[src/pkg/csms_pkg.sv]
// Shared constants and carrier types for the socket mask and present-state registers
package csms_pkg;

	// Register byte offsets inside the socket window
	localparam logic [7:0] OFS_EVENT = 8'h00;
	localparam logic [7:0] OFS_MASK  = 8'h04;
	localparam logic [7:0] OFS_STATE = 8'h08;
	localparam logic [7:0] OFS_FORCE = 8'h0C;

	// Field widths
	localparam int EVENT_W = 4;
	localparam int VOLT_W  = 4;
	localparam int PIN_W   = 6;

	// Event and mask bit positions
	localparam int POS_CSTS     = 0;
	localparam int POS_CD1      = 1;
	localparam int POS_CD2      = 2;
	localparam int POS_POWER    = 3;

	// Present-state bit positions
	localparam int POS_16BIT    = 4;
	localparam int POS_CARDBUS  = 5;
	localparam int POS_READY    = 6;
	localparam int POS_VOLT_LO  = 10;
	localparam int POS_VOLT_HI  = 13;
	localparam int POS_ZV       = 27;
	localparam int POS_5V       = 28;
	localparam int POS_3V3      = 29;
	localparam int POS_XV       = 30;
	localparam int POS_YV       = 31;

	// Force-event bit that starts a new card interrogation
	localparam int POS_RETEST   = 14;

	// Cycles the detect freeze outlasts interrogation, covering the synchroniser lag
	localparam int DETECT_HOLD  = 4;

	// Reset values
	localparam logic [3:0]  MASK_RST   = 4'h0;
	localparam logic [31:0] STATE_RST  = 32'h3000_0000;
	localparam logic [3:0]  VOLT_RST   = 4'h0;
	localparam logic [3:0]  EVENT_RST  = 4'h0;

	// Card-detect mask encoding that enables the interrupt
	localparam logic [1:0]  CD_MASK_ON = 2'h3;

	// Register access request from the socket window
	typedef struct packed {
		logic        wr;
		logic        rd;
		logic [7:0]  addr;
		logic [31:0] wdata;
	} csms_reg_req_t;

	// Pin-level inputs that come from outside the clock domain
	typedef struct packed {
		logic ready;
		logic csts;
		logic cd2;
		logic cd1;
		logic bus_rst;
		logic glb_rst;
	} csms_pins_t;

	// Result of a card interrogation
	typedef struct packed {
		logic              done;
		logic              cardbus;
		logic              bit16;
		logic [VOLT_W-1:0] volts;
	} csms_probe_t;

endpackage
[src/hdl/csms_event.sv]
// Sticky socket event flags with write-one-to-clear and context clear
`timescale 1ns/1ps
module csms_event (
	input  wire logic                           clock_i,
	input  wire logic                           ctx_clr_i,
	input  wire logic [csms_pkg::EVENT_W-1:0]   set_i,
	input  wire logic [csms_pkg::EVENT_W-1:0]   clr_i,
	output logic      [csms_pkg::EVENT_W-1:0]   flag_o
);

	genvar gi;
	generate
		for (gi = 0; gi < csms_pkg::EVENT_W; gi++) begin : g_flag
			// A set in the same cycle as a software clear is kept
			always_ff @(posedge clock_i) begin
				if (ctx_clr_i) begin
					flag_o[gi] <= csms_pkg::EVENT_RST[gi];
				end else if (set_i[gi]) begin
					flag_o[gi] <= 1'b1;
				end else if (clr_i[gi]) begin
					flag_o[gi] <= 1'b0;
				end
			end
		end
	endgenerate

endmodule

[src/hdl/csms_sync.sv]
// Three-stage synchroniser with agreement filter for the socket pins
`timescale 1ns/1ps
module csms_sync (
	input  wire logic                         clock_i,
	input  wire logic [csms_pkg::PIN_W-1:0]   async_i,
	output logic      [csms_pkg::PIN_W-1:0]   level_o
);

	logic [csms_pkg::PIN_W-1:0] stage1;
	logic [csms_pkg::PIN_W-1:0] stage2;
	logic [csms_pkg::PIN_W-1:0] stage3;

	genvar gi;
	generate
		for (gi = 0; gi < csms_pkg::PIN_W; gi++) begin : g_bit
			always_ff @(posedge clock_i) begin
				stage1[gi] <= async_i[gi];
				stage2[gi] <= stage1[gi];
				stage3[gi] <= stage2[gi];
			end

			// Only take a level once the last two stages agree
			always_ff @(posedge clock_i) begin
				if (stage2[gi] == stage3[gi]) begin
					level_o[gi] <= stage3[gi];
				end
			end
		end
	endgenerate

endmodule

[src/hdl/csms_top.sv]
// Socket mask and present-state registers with event flags and status interrupt
//
// Overview of operation
// RULE_01 - Mask register selects events raising status interrupt
// RULE_02 - Event flags set regardless of mask bits
// RULE_03 - Unused mask and state bits read zero
// RULE_04 - Mask bit 3 gates power-cycle interrupt, reset 0
// RULE_05 - Detect mask 11 enables insertion interrupt, reset 00
// RULE_06 - Mask bit 0 gates card-status interrupt, reset 0
// RULE_07 - Power-event enabled: only global reset clears mask
// RULE_08 - Present state shows socket status and forced writes
// RULE_09 - Card voltage and type update only on insertion; code loads them at each interrogation end (probe_i.done)
// RULE_10 - Detect changes during identification are not shown
// RULE_11 - Y and X socket bits zero unless forced
// RULE_12 - 3.3 V socket bit one unless forced
// RULE_13 - 5 V socket bit one unless config override
// RULE_14 - Bit 27 reports zoomed video support
// RULE_15 - Card voltage bits; force write of one sets
// RULE_16 - Reset value 3000_00XX, live bits follow pins
// RULE_17 - Interrupt while any enabled flag is set
// RULE_18 - Detect bit 0 when pin low, 1 when high
// RULE_19 - Bit 3 zero when powered down, one powered
// RULE_20 - Reserved detect mask codes act as disabled
`timescale 1ns/1ps
module csms_top (
	input  wire logic                      clock_i,
	input  wire logic                      rst_i,
	input  wire csms_pkg::csms_reg_req_t   reg_req_i,
	input  wire csms_pkg::csms_pins_t      pins_i,
	input  wire csms_pkg::csms_probe_t     probe_i,
	input  wire logic                      card_probing_i,
	input  wire logic                      socket_powered_i,
	input  wire logic                      power_mgmt_wake_event_i,
	input  wire logic                      dev_ctl_5v_off_i,
	output logic [31:0]                    reg_rdata_o,
	output logic                           reg_rvalid_o,
	output logic                           status_change_interrupt_o,
	output logic                           card_reprobe_o
);

	// Synchronised pin levels
	csms_pkg::csms_pins_t pins_s;

	// Reset qualifiers
	logic global_reset_in;
	logic host_bus_reset_in;
	logic ctx_clr;
	logic plain_clr;

	// Decoded register writes
	logic wr_event;
	logic wr_mask;
	logic wr_force;
	logic [31:0] wdata;

	// Mask register fields
	logic power_cycle_irq_mask;
	logic [1:0] card_detect_irq_mask;
	logic card_status_irq_mask;
	logic [csms_pkg::EVENT_W-1:0] mask_eff;

	// Present-state fields
	logic socket_supports_y_volt;
	logic socket_supports_x_volt;
	logic socket_supports_3v3;
	logic socket_supports_5v;
	logic zoomed_video_capable;
	logic [csms_pkg::VOLT_W-1:0] card_volts;
	logic card_is_cardbus;
	logic card_is_16bit;
	logic socket_powered_flag;
	logic detect_status_one;
	logic detect_status_two;
	logic card_status_level;
	logic ready_level;

	// Previous values for change detection
	logic prev_powered;
	logic prev_detect_one;
	logic prev_detect_two;
	logic prev_status;

	// Detect freeze stretched past the end of interrogation
	logic [csms_pkg::DETECT_HOLD-1:0] probe_hold;
	logic                             detect_freeze;

	// Event flag plumbing
	logic [csms_pkg::EVENT_W-1:0] event_set;
	logic [csms_pkg::EVENT_W-1:0] event_clr;
	logic [csms_pkg::EVENT_W-1:0] event_flag;
	logic [31:0] mask_word;
	logic [31:0] state_word;
	logic [31:0] event_word;
	logic [31:0] next_rdata;

	csms_sync u_sync (
		.clock_i (clock_i),
		.async_i (pins_i),
		.level_o (pins_s)
	);

	assign global_reset_in   = rst_i | pins_s.glb_rst;
	assign host_bus_reset_in = pins_s.bus_rst;

	// Context bits survive a bus reset while wake events are armed
	assign ctx_clr   = global_reset_in
		| (host_bus_reset_in & ~power_mgmt_wake_event_i);  // [RULE_07]
	assign plain_clr = global_reset_in | host_bus_reset_in;

	assign wdata    = reg_req_i.wdata;
	assign wr_event = reg_req_i.wr && (reg_req_i.addr == csms_pkg::OFS_EVENT);
	assign wr_mask  = reg_req_i.wr && (reg_req_i.addr == csms_pkg::OFS_MASK);
	assign wr_force = reg_req_i.wr && (reg_req_i.addr == csms_pkg::OFS_FORCE);

	// Mask register
	always_ff @(posedge clock_i) begin
		if (ctx_clr) begin
			power_cycle_irq_mask <= csms_pkg::MASK_RST[csms_pkg::POS_POWER];  // [RULE_04]
			card_detect_irq_mask <= csms_pkg::MASK_RST[csms_pkg::POS_CD2:csms_pkg::POS_CD1];  // [RULE_05]
			card_status_irq_mask <= csms_pkg::MASK_RST[csms_pkg::POS_CSTS];  // [RULE_06]
		end else if (wr_mask) begin
			power_cycle_irq_mask <= wdata[csms_pkg::POS_POWER];
			card_detect_irq_mask <= wdata[csms_pkg::POS_CD2:csms_pkg::POS_CD1];
			card_status_irq_mask <= wdata[csms_pkg::POS_CSTS];
		end
	end

	// Effective per-event enables; reserved detect codes enable nothing
	always_comb begin
		mask_eff = '0;
		mask_eff[csms_pkg::POS_POWER] = power_cycle_irq_mask;  // [RULE_04]
		mask_eff[csms_pkg::POS_CD2] =
			(card_detect_irq_mask == csms_pkg::CD_MASK_ON);  // [RULE_05] [RULE_20]
		mask_eff[csms_pkg::POS_CD1] =
			(card_detect_irq_mask == csms_pkg::CD_MASK_ON);  // [RULE_05] [RULE_20]
		mask_eff[csms_pkg::POS_CSTS] = card_status_irq_mask;  // [RULE_06]
	end

	// Socket supply capability, only a force write alters Y, X and 3.3 V
	always_ff @(posedge clock_i) begin
		if (plain_clr) begin
			socket_supports_y_volt <= csms_pkg::STATE_RST[csms_pkg::POS_YV];  // [RULE_11]
			socket_supports_x_volt <= csms_pkg::STATE_RST[csms_pkg::POS_XV];  // [RULE_11]
			socket_supports_3v3    <= csms_pkg::STATE_RST[csms_pkg::POS_3V3];  // [RULE_12]
		end else if (wr_force) begin
			socket_supports_y_volt <= wdata[csms_pkg::POS_YV];  // [RULE_11] [RULE_08]
			socket_supports_x_volt <= wdata[csms_pkg::POS_XV];  // [RULE_11] [RULE_08]
			socket_supports_3v3    <= wdata[csms_pkg::POS_3V3];  // [RULE_12] [RULE_08]
		end
	end

	// The 5 V capability is steered only by the device control bit
	always_ff @(posedge clock_i) begin
		if (plain_clr) begin
			socket_supports_5v <= csms_pkg::STATE_RST[csms_pkg::POS_5V];  // [RULE_16]
		end else begin
			socket_supports_5v <= ~dev_ctl_5v_off_i;  // [RULE_13]
		end
	end

	// Zoomed video support is set through the force register
	always_ff @(posedge clock_i) begin
		if (ctx_clr) begin
			zoomed_video_capable <= csms_pkg::STATE_RST[csms_pkg::POS_ZV];
		end else if (wr_force) begin
			zoomed_video_capable <= wdata[csms_pkg::POS_ZV];  // [RULE_14] [RULE_08]
		end
	end

	// Card voltage support: loaded by interrogation, forced ones add to it
	always_ff @(posedge clock_i) begin
		if (ctx_clr) begin
			card_volts <= csms_pkg::VOLT_RST;
		end else if (probe_i.done) begin
			card_volts <= probe_i.volts;  // [RULE_09] [RULE_15]
		end else if (wr_force) begin
			card_volts <= card_volts
				| wdata[csms_pkg::POS_VOLT_HI:csms_pkg::POS_VOLT_LO];  // [RULE_15] [RULE_08]
		end
	end

	// Card type is only refreshed at the end of an interrogation
	always_ff @(posedge clock_i) begin
		if (ctx_clr) begin
			card_is_cardbus <= 1'b0;
			card_is_16bit   <= 1'b0;
		end else if (probe_i.done) begin
			card_is_cardbus <= probe_i.cardbus;  // [RULE_09]
			card_is_16bit   <= probe_i.bit16;  // [RULE_09]
		end
	end

	// Power state of the socket
	always_ff @(posedge clock_i) begin
		if (ctx_clr) begin
			socket_powered_flag <= 1'b0;  // [RULE_19]
		end else begin
			socket_powered_flag <= socket_powered_i;  // [RULE_19]
		end
	end

	// Pin levels sampled during identification are still in the synchroniser
	// when it ends, so the freeze is held on for that many more cycles
	always_ff @(posedge clock_i) begin
		if (rst_i) begin
			probe_hold <= '0;
		end else begin
			probe_hold <= {probe_hold[csms_pkg::DETECT_HOLD-2:0], card_probing_i};  // [RULE_10]
		end
	end

	assign detect_freeze = card_probing_i | (|probe_hold);  // [RULE_10]

	// Detect pins are frozen while the card is being identified
	always_ff @(posedge clock_i) begin
		if (plain_clr) begin
			detect_status_one <= pins_s.cd1;  // [RULE_16]
			detect_status_two <= pins_s.cd2;  // [RULE_16]
		end else if (!detect_freeze) begin
			detect_status_one <= pins_s.cd1;  // [RULE_18] [RULE_10]
			detect_status_two <= pins_s.cd2;  // [RULE_18] [RULE_10]
		end
	end

	// Live card status and ready levels
	always_ff @(posedge clock_i) begin
		card_status_level <= pins_s.csts;  // [RULE_16]
		ready_level       <= pins_s.ready;  // [RULE_16]
	end

	// Change detection history; reset copies current to avoid false events
	always_ff @(posedge clock_i) begin
		if (plain_clr) begin
			prev_powered    <= socket_powered_flag;
			prev_detect_one <= detect_status_one;
			prev_detect_two <= detect_status_two;
			prev_status     <= card_status_level;
		end else begin
			prev_powered    <= socket_powered_flag;
			prev_detect_one <= detect_status_one;
			prev_detect_two <= detect_status_two;
			prev_status     <= card_status_level;
		end
	end

	// Event sources: state changes and force writes, never gated by mask
	always_comb begin
		event_set = '0;
		event_set[csms_pkg::POS_POWER] = (socket_powered_flag != prev_powered);  // [RULE_02]
		event_set[csms_pkg::POS_CD2]   = (detect_status_two != prev_detect_two);  // [RULE_02]
		event_set[csms_pkg::POS_CD1]   = (detect_status_one != prev_detect_one);  // [RULE_02]
		// CardBus cards flag only the rising edge, 16-bit cards both edges
		if (card_is_cardbus) begin
			event_set[csms_pkg::POS_CSTS] = card_status_level & ~prev_status;
		end else begin
			event_set[csms_pkg::POS_CSTS] = card_status_level ^ prev_status;
		end
		if (wr_force) begin
			event_set = event_set | wdata[csms_pkg::EVENT_W-1:0];
		end
		if (plain_clr) begin
			event_set = '0;
		end
	end

	always_comb begin
		event_clr = '0;
		if (wr_event) begin
			event_clr = wdata[csms_pkg::EVENT_W-1:0];
		end
	end

	csms_event u_event (
		.clock_i   (clock_i),
		.ctx_clr_i (ctx_clr),
		.set_i     (event_set),
		.clr_i     (event_clr),
		.flag_o    (event_flag)
	);

	// Interrupt is a level of any flag whose enable is on, old flags included
	always_ff @(posedge clock_i) begin
		if (ctx_clr) begin
			status_change_interrupt_o <= 1'b0;
		end else begin
			status_change_interrupt_o <= |(event_flag & mask_eff);  // [RULE_01] [RULE_17]
		end
	end

	// Writing the retest bit starts a new interrogation
	always_ff @(posedge clock_i) begin
		if (rst_i) begin
			card_reprobe_o <= 1'b0;
		end else begin
			card_reprobe_o <= wr_force & wdata[csms_pkg::POS_RETEST];  // [RULE_08]
		end
	end

	// Read images; unlisted bits stay zero
	always_comb begin
		mask_word = '0;
		mask_word[csms_pkg::POS_POWER] = power_cycle_irq_mask;
		mask_word[csms_pkg::POS_CD2:csms_pkg::POS_CD1] = card_detect_irq_mask;
		mask_word[csms_pkg::POS_CSTS] = card_status_irq_mask;  // [RULE_03]
	end

	always_comb begin
		event_word = '0;
		event_word[csms_pkg::EVENT_W-1:0] = event_flag;
	end

	always_comb begin
		state_word = '0;  // [RULE_03]
		state_word[csms_pkg::POS_YV]  = socket_supports_y_volt;
		state_word[csms_pkg::POS_XV]  = socket_supports_x_volt;
		state_word[csms_pkg::POS_3V3] = socket_supports_3v3;
		state_word[csms_pkg::POS_5V]  = socket_supports_5v;
		state_word[csms_pkg::POS_ZV]  = zoomed_video_capable;
		state_word[csms_pkg::POS_VOLT_HI:csms_pkg::POS_VOLT_LO] = card_volts;
		state_word[csms_pkg::POS_READY]   = ready_level;
		state_word[csms_pkg::POS_CARDBUS] = card_is_cardbus;
		state_word[csms_pkg::POS_16BIT]   = card_is_16bit;
		state_word[csms_pkg::POS_POWER]   = socket_powered_flag;
		state_word[csms_pkg::POS_CD2]     = detect_status_two;
		state_word[csms_pkg::POS_CD1]     = detect_status_one;
		state_word[csms_pkg::POS_CSTS]    = card_status_level;
	end

	// Read decode; force register and unmapped offsets read zero
	always_comb begin
		next_rdata = '0;
		if (reg_req_i.addr == csms_pkg::OFS_EVENT) begin
			next_rdata = event_word;
		end else if (reg_req_i.addr == csms_pkg::OFS_MASK) begin
			next_rdata = mask_word;
		end else if (reg_req_i.addr == csms_pkg::OFS_STATE) begin
			next_rdata = state_word;
		end
	end

	always_ff @(posedge clock_i) begin
		if (rst_i) begin
			reg_rdata_o  <= '0;
			reg_rvalid_o <= 1'b0;
		end else begin
			reg_rvalid_o <= reg_req_i.rd;
			if (reg_req_i.rd) begin
				reg_rdata_o <= next_rdata;
			end
		end
	end

endmodule

[config.mk]
export PLATFORM = sky130hd
export DESIGN_NAME = csms_top
export DESIGN_NICKNAME = d
export VERILOG_FILES = /design/src/pkg/csms_pkg.sv /design/src/hdl/csms_event.sv /design/src/hdl/csms_sync.sv /design/src/hdl/csms_top.sv
export SDC_FILE = /design/constraint.sdc
export NUM_CORES = 1
export LEC_CHECK = 0
export BUFFER_PORTS_ARGS = -buffer_cell sky130_fd_sc_hd__buf_2
export CORE_MARGIN = 3
export CORE_UTILIZATION = 45
export DETAILED_ROUTE_END_ITERATION = 10
export PLACE_DENSITY = 0.73
export SLEW_MARGIN = 20
export SYNTH_ARGS = -nofsm -noshare
export SYNTH_HDL_FRONTEND = slang
export SYNTH_SLANG_ARGS = --single-unit
[constraint.sdc]
create_clock -name clock_i -period 3.1 [get_ports clock_i]
set_clock_uncertainty 0.2 [all_clocks]
set_input_delay 0.465 -clock clock_i [delete_from_list [all_inputs] [get_ports clock_i]]
set_output_delay 0.465 -clock clock_i [all_outputs]
set_load 0.02 [all_outputs]
==> impl_metrics.py <==
metrics = {
    "setup_path": {
        "critPathLaunchType": "flop",
        "end_kind": "flop",
        "crit_path_cell_trace": "nor2_1 -> nand2_1 -> a221oi_1",
        "critPathMaxStageDelay_ns": 0.61,
        "path_max_fanout": 14,
        "critPathKind": "flop to flop",
        "slowest_stage": "nor2_1",
        "critPathRequiredTime_ns": 3.16,
        "crit_family": "simple AND/OR/NAND/NOR gates",
        "cp_num_buf_inv": 0,
        "cp.arrival_ns": 2.05,
    },
    "yosys": {
        "syn_avg_cell_area_um2": 10.7,
        "ys_ff_latch": 75,
        "yosys_warnings": 0,
        "synthCells": 267,
        "ys_types": 40,
        "ys_seq_area_share_pct": 55.4,
        "syn-cell-area_um2": 2850,
    },
    "clock_tree": {
        "cts_resized": 0,
        "cts_tree": "done",
        "cts_buffers": 9,
        "cts_buffer_depth": 2,
        "post_cts_buffers": 0,
        "h-tree-depth": 3,
        "clkSinkCount": 75,
        "clkTransAtPathRegs_ns": 0.09,
        "worst_skew_pair.late_latency_ns": 0.35,
        "postCtsHoldBufs": 6,
        "cts.root.buffer_cell": "clkbuf_8",
    },
    "flow_run": {
        "drv_cap": 0,
    },
    "sta": {
        "drv_slew": 0,
        "finalHoldViolations": 0,
        "min_period_over_period_pct": 64.2,
        "finalWorstPathRequiredPeriod_ns": 1.99,
        "rsz0062_at_grt": "false",
        "slew_headroom_pct": 43.2,
        "fin_setup_tns_ns": 0,
        "setup_viol_count_final": 0,
        "fmax_mhz": 503,
        "worst_pin_slew_ns": 0.851,
    },
    "power": {
        "peakVddDrop_mv": 0.394,
        "p_leak_nw": 1.41,
        "p_per_area_nw_per_um2": 564,
    },
    "global_route": {
        "first_global_vias": 1896,
        "grt_max_degree": 25,
        "track_usage_pct": 15.6,
        "grt_pass1_wl_mm": 8.93,
        "antenna_found_initial": 0,
        "overflow": 0,
    },
    "status": {
        "status": "complete, no violations",
    },
    "finish": {
        "fill_cells": 514,
        "drive_gt1_share_pct": 25.1,
        "nets": 392,
        "multiInputGateArea_um2": 1110,
        "num_antenna_cells": 0,
        "ff_latch_area_um2": 1580,
        "fin_cells": 410,
        "area.growth.synth_to_final_pct": 18.8,
    },
    "detailed_routing": {
        "viasPerCell": 5.15,
        "drc": 0,
        "vias": 2112,
        "dr.pass1.iters": 4,
        "first_iter_violations": 187,
        "drt_wl_total_mm": 5.49,
        "drtAntennaViolNets": 0,
        "wire_per_inst_um": 13.4,
    },
    "floorplan": {
        "num_rows": 28,
        "core_area_um2": 6030,
        "ioPinCount": 96,
        "die_y_um": 85.6,
        "initial_utilization_pct": 47.3,
        "chipWidth_um": 85.6,
        "dieArea_um2": 7330,
    },
    "place": {
        "port_buffers": 60,
        "dp_cells": 388,
        "place_congestion": 0.822,
        "hpwl_mm": 3.91,
    },
    "worst_hold_path": {
        "hp-class": "primary input to flop",
    },
}
-- flip-flops by register name, summed over array words and instances (netlist names), 2 cells and up --
register and cells:
reg_rdata_o 16, u_sync.level_o 6, u_sync.stage1 6, u_sync.stage2 6, u_sync.stage3 6, card_volts 4, probe_hold 4, u_event.flag_o 4
card_detect_irq_mask 2
-- per-layer routing --
layer	vias up	wire, µm	global-route usage, %
met4	0	72	6.04
met3	7	432	5.28
met5	-	0	0
met2	79	2740	25.5
li1	1046	-	-
met1	980	2250	19.1
-- cell type report --
type,instances,share of cell area [%]
flip-flops and latches,75,46.7
multi-input cells,168,32.8
repair buffers,67,10.9
clock buffers,9,3.66
well taps,75,2.77
clock inverters,7,2.25
inverters,9,0.997
-- power by group --
part           switching [mW]  internal [mW]
sequential             0.0196           1.02
clock                   0.411          0.320
combinational          0.0846         0.0580
total                   0.515           1.40
-- kinds of logic after synthesis --
group | count (synthesis) | synth area share, %
and+or+nand+nor | 98 | 21.8
DFF | 75 | 55.4
buffers and inverters | 39 | 7.59
AOI/OAI and AO/OA | 35 | 8.68
xor gates and xnor gates | 9 | 2.76
muxes | 9 | 3.16
adders and majority gates | 1 | 0.439
other | 1 | 0.131
-- through the flow --
| stage | utilization, % | worst slack [ns] | hold WS [ns] | total power, mW | area [µm²] |
|---|---|---|---|---|---|
| floorplan | - | 1.33 | 0.110 | 1.16 | 2910 |
| global placement | 51.9 | 0.780 | 0.112 | 1.19 | 3130 |
| detailed placement | 51.9 | 0.746 | 0.115 | 1.20 | 3130 |
| CTS | 56.2 | 1.09 | 0.0425 | 1.94 | 3390 |
| global route | 56.2 | 0.911 | 0.0552 | 2.00 | 3390 |
| finish | 56.2 | 1.11 | 0.0595 | 1.91 | 3390 |
-- Yosys cell counts --
cell | instances | area share, %
or2_2 | 1 | 0.22
nand2_1 | 8 | 1.1
buf_4 | 17 | 4.5
nand3_1 | 8 | 1.4
nor3_1 | 1 | 0.18
a221oi_1 | 8 | 2.5
or4_1 | 1 | 0.26
a22o_1 | 4 | 1.2
or3_1 | 1 | 0.22
and4b_1 | 1 | 0.35
nand4_1 | 21 | 4.6
inv_1 | 9 | 1.2
clkbuf_1 | 9 | 1.2
a221o_1 | 4 | 1.4
dfxtp_1 | 67 | 47
o21ai_0 | 1 | 0.18
nor4_4 | 3 | 2.2
clkbuf_4 | 1 | 0.26
nor2b_1 | 10 | 2.2
and2_0 | 1 | 0.22
ha_1 | 1 | 0.44
clkbuf_2 | 1 | 0.18
o31ai_1 | 1 | 0.26
xnor2_1 | 9 | 2.8
nor3b_1 | 1 | 0.26
o211ai_1 | 1 | 0.26
and3_1 | 6 | 1.3
a22oi_1 | 1 | 0.26
or4_4 | 1 | 0.39
mux2i_1 | 9 | 3.2
conb_1 | 1 | 0.13
nor2_1 | 14 | 1.8
or3b_1 | 1 | 0.31
a21oi_1 | 15 | 2.6
nand2b_1 | 17 | 3.7
buf_1 | 1 | 0.13
buf_2 | 1 | 0.18
edfxtp_1 | 8 | 8.4
nor3b_4 | 1 | 0.66
nand3_2 | 1 | 0.35
-- path summary, 6_finish.rpt --
path                                             startpoint                       endpoint  slack [ns]  cells after the start
worst max-delay path            u_sync.level_o[0]$_DFFE_PN_     card_volts[2]$_SDFFE_PP0P_        1.11                      3
worst min-delay path                       dev_ctl_5v_off_i  socket_supports_5v$_SDFF_PN1_        0.06                      2
worst max register to register  u_sync.level_o[0]$_DFFE_PN_     card_volts[2]$_SDFFE_PP0P_        1.11                      3
worst min register to register     u_sync.stage1[5]$_DFF_P_       u_sync.stage2[5]$_DFF_P_        0.13                      0
-- layout by cell type (no fill, tap or decap), drive strengths merged --
master,instances
and2,1
clkbuf,9
nor2b,10
nand4,21
a22oi,1
o21ai,1
nor3,1
a22o,4
a21oi,15
nand3,9
xnor2,9
edfxtp,8
nand2,8
clkinv,2
or2,1
a221o,4
a221oi,8
and4b,1
nor4,3
mux2i,9
or3,1
inv,14
and3,6
ha,1
dlygate4sd3,6
dfxtp,67
or4,2
o31ai,1
conb,16
o211ai,1
buf,61
or3b,1
nand2b,17
nor2,14
nor3b,2
No activity file was read; power rests on OpenSTA's default activity.
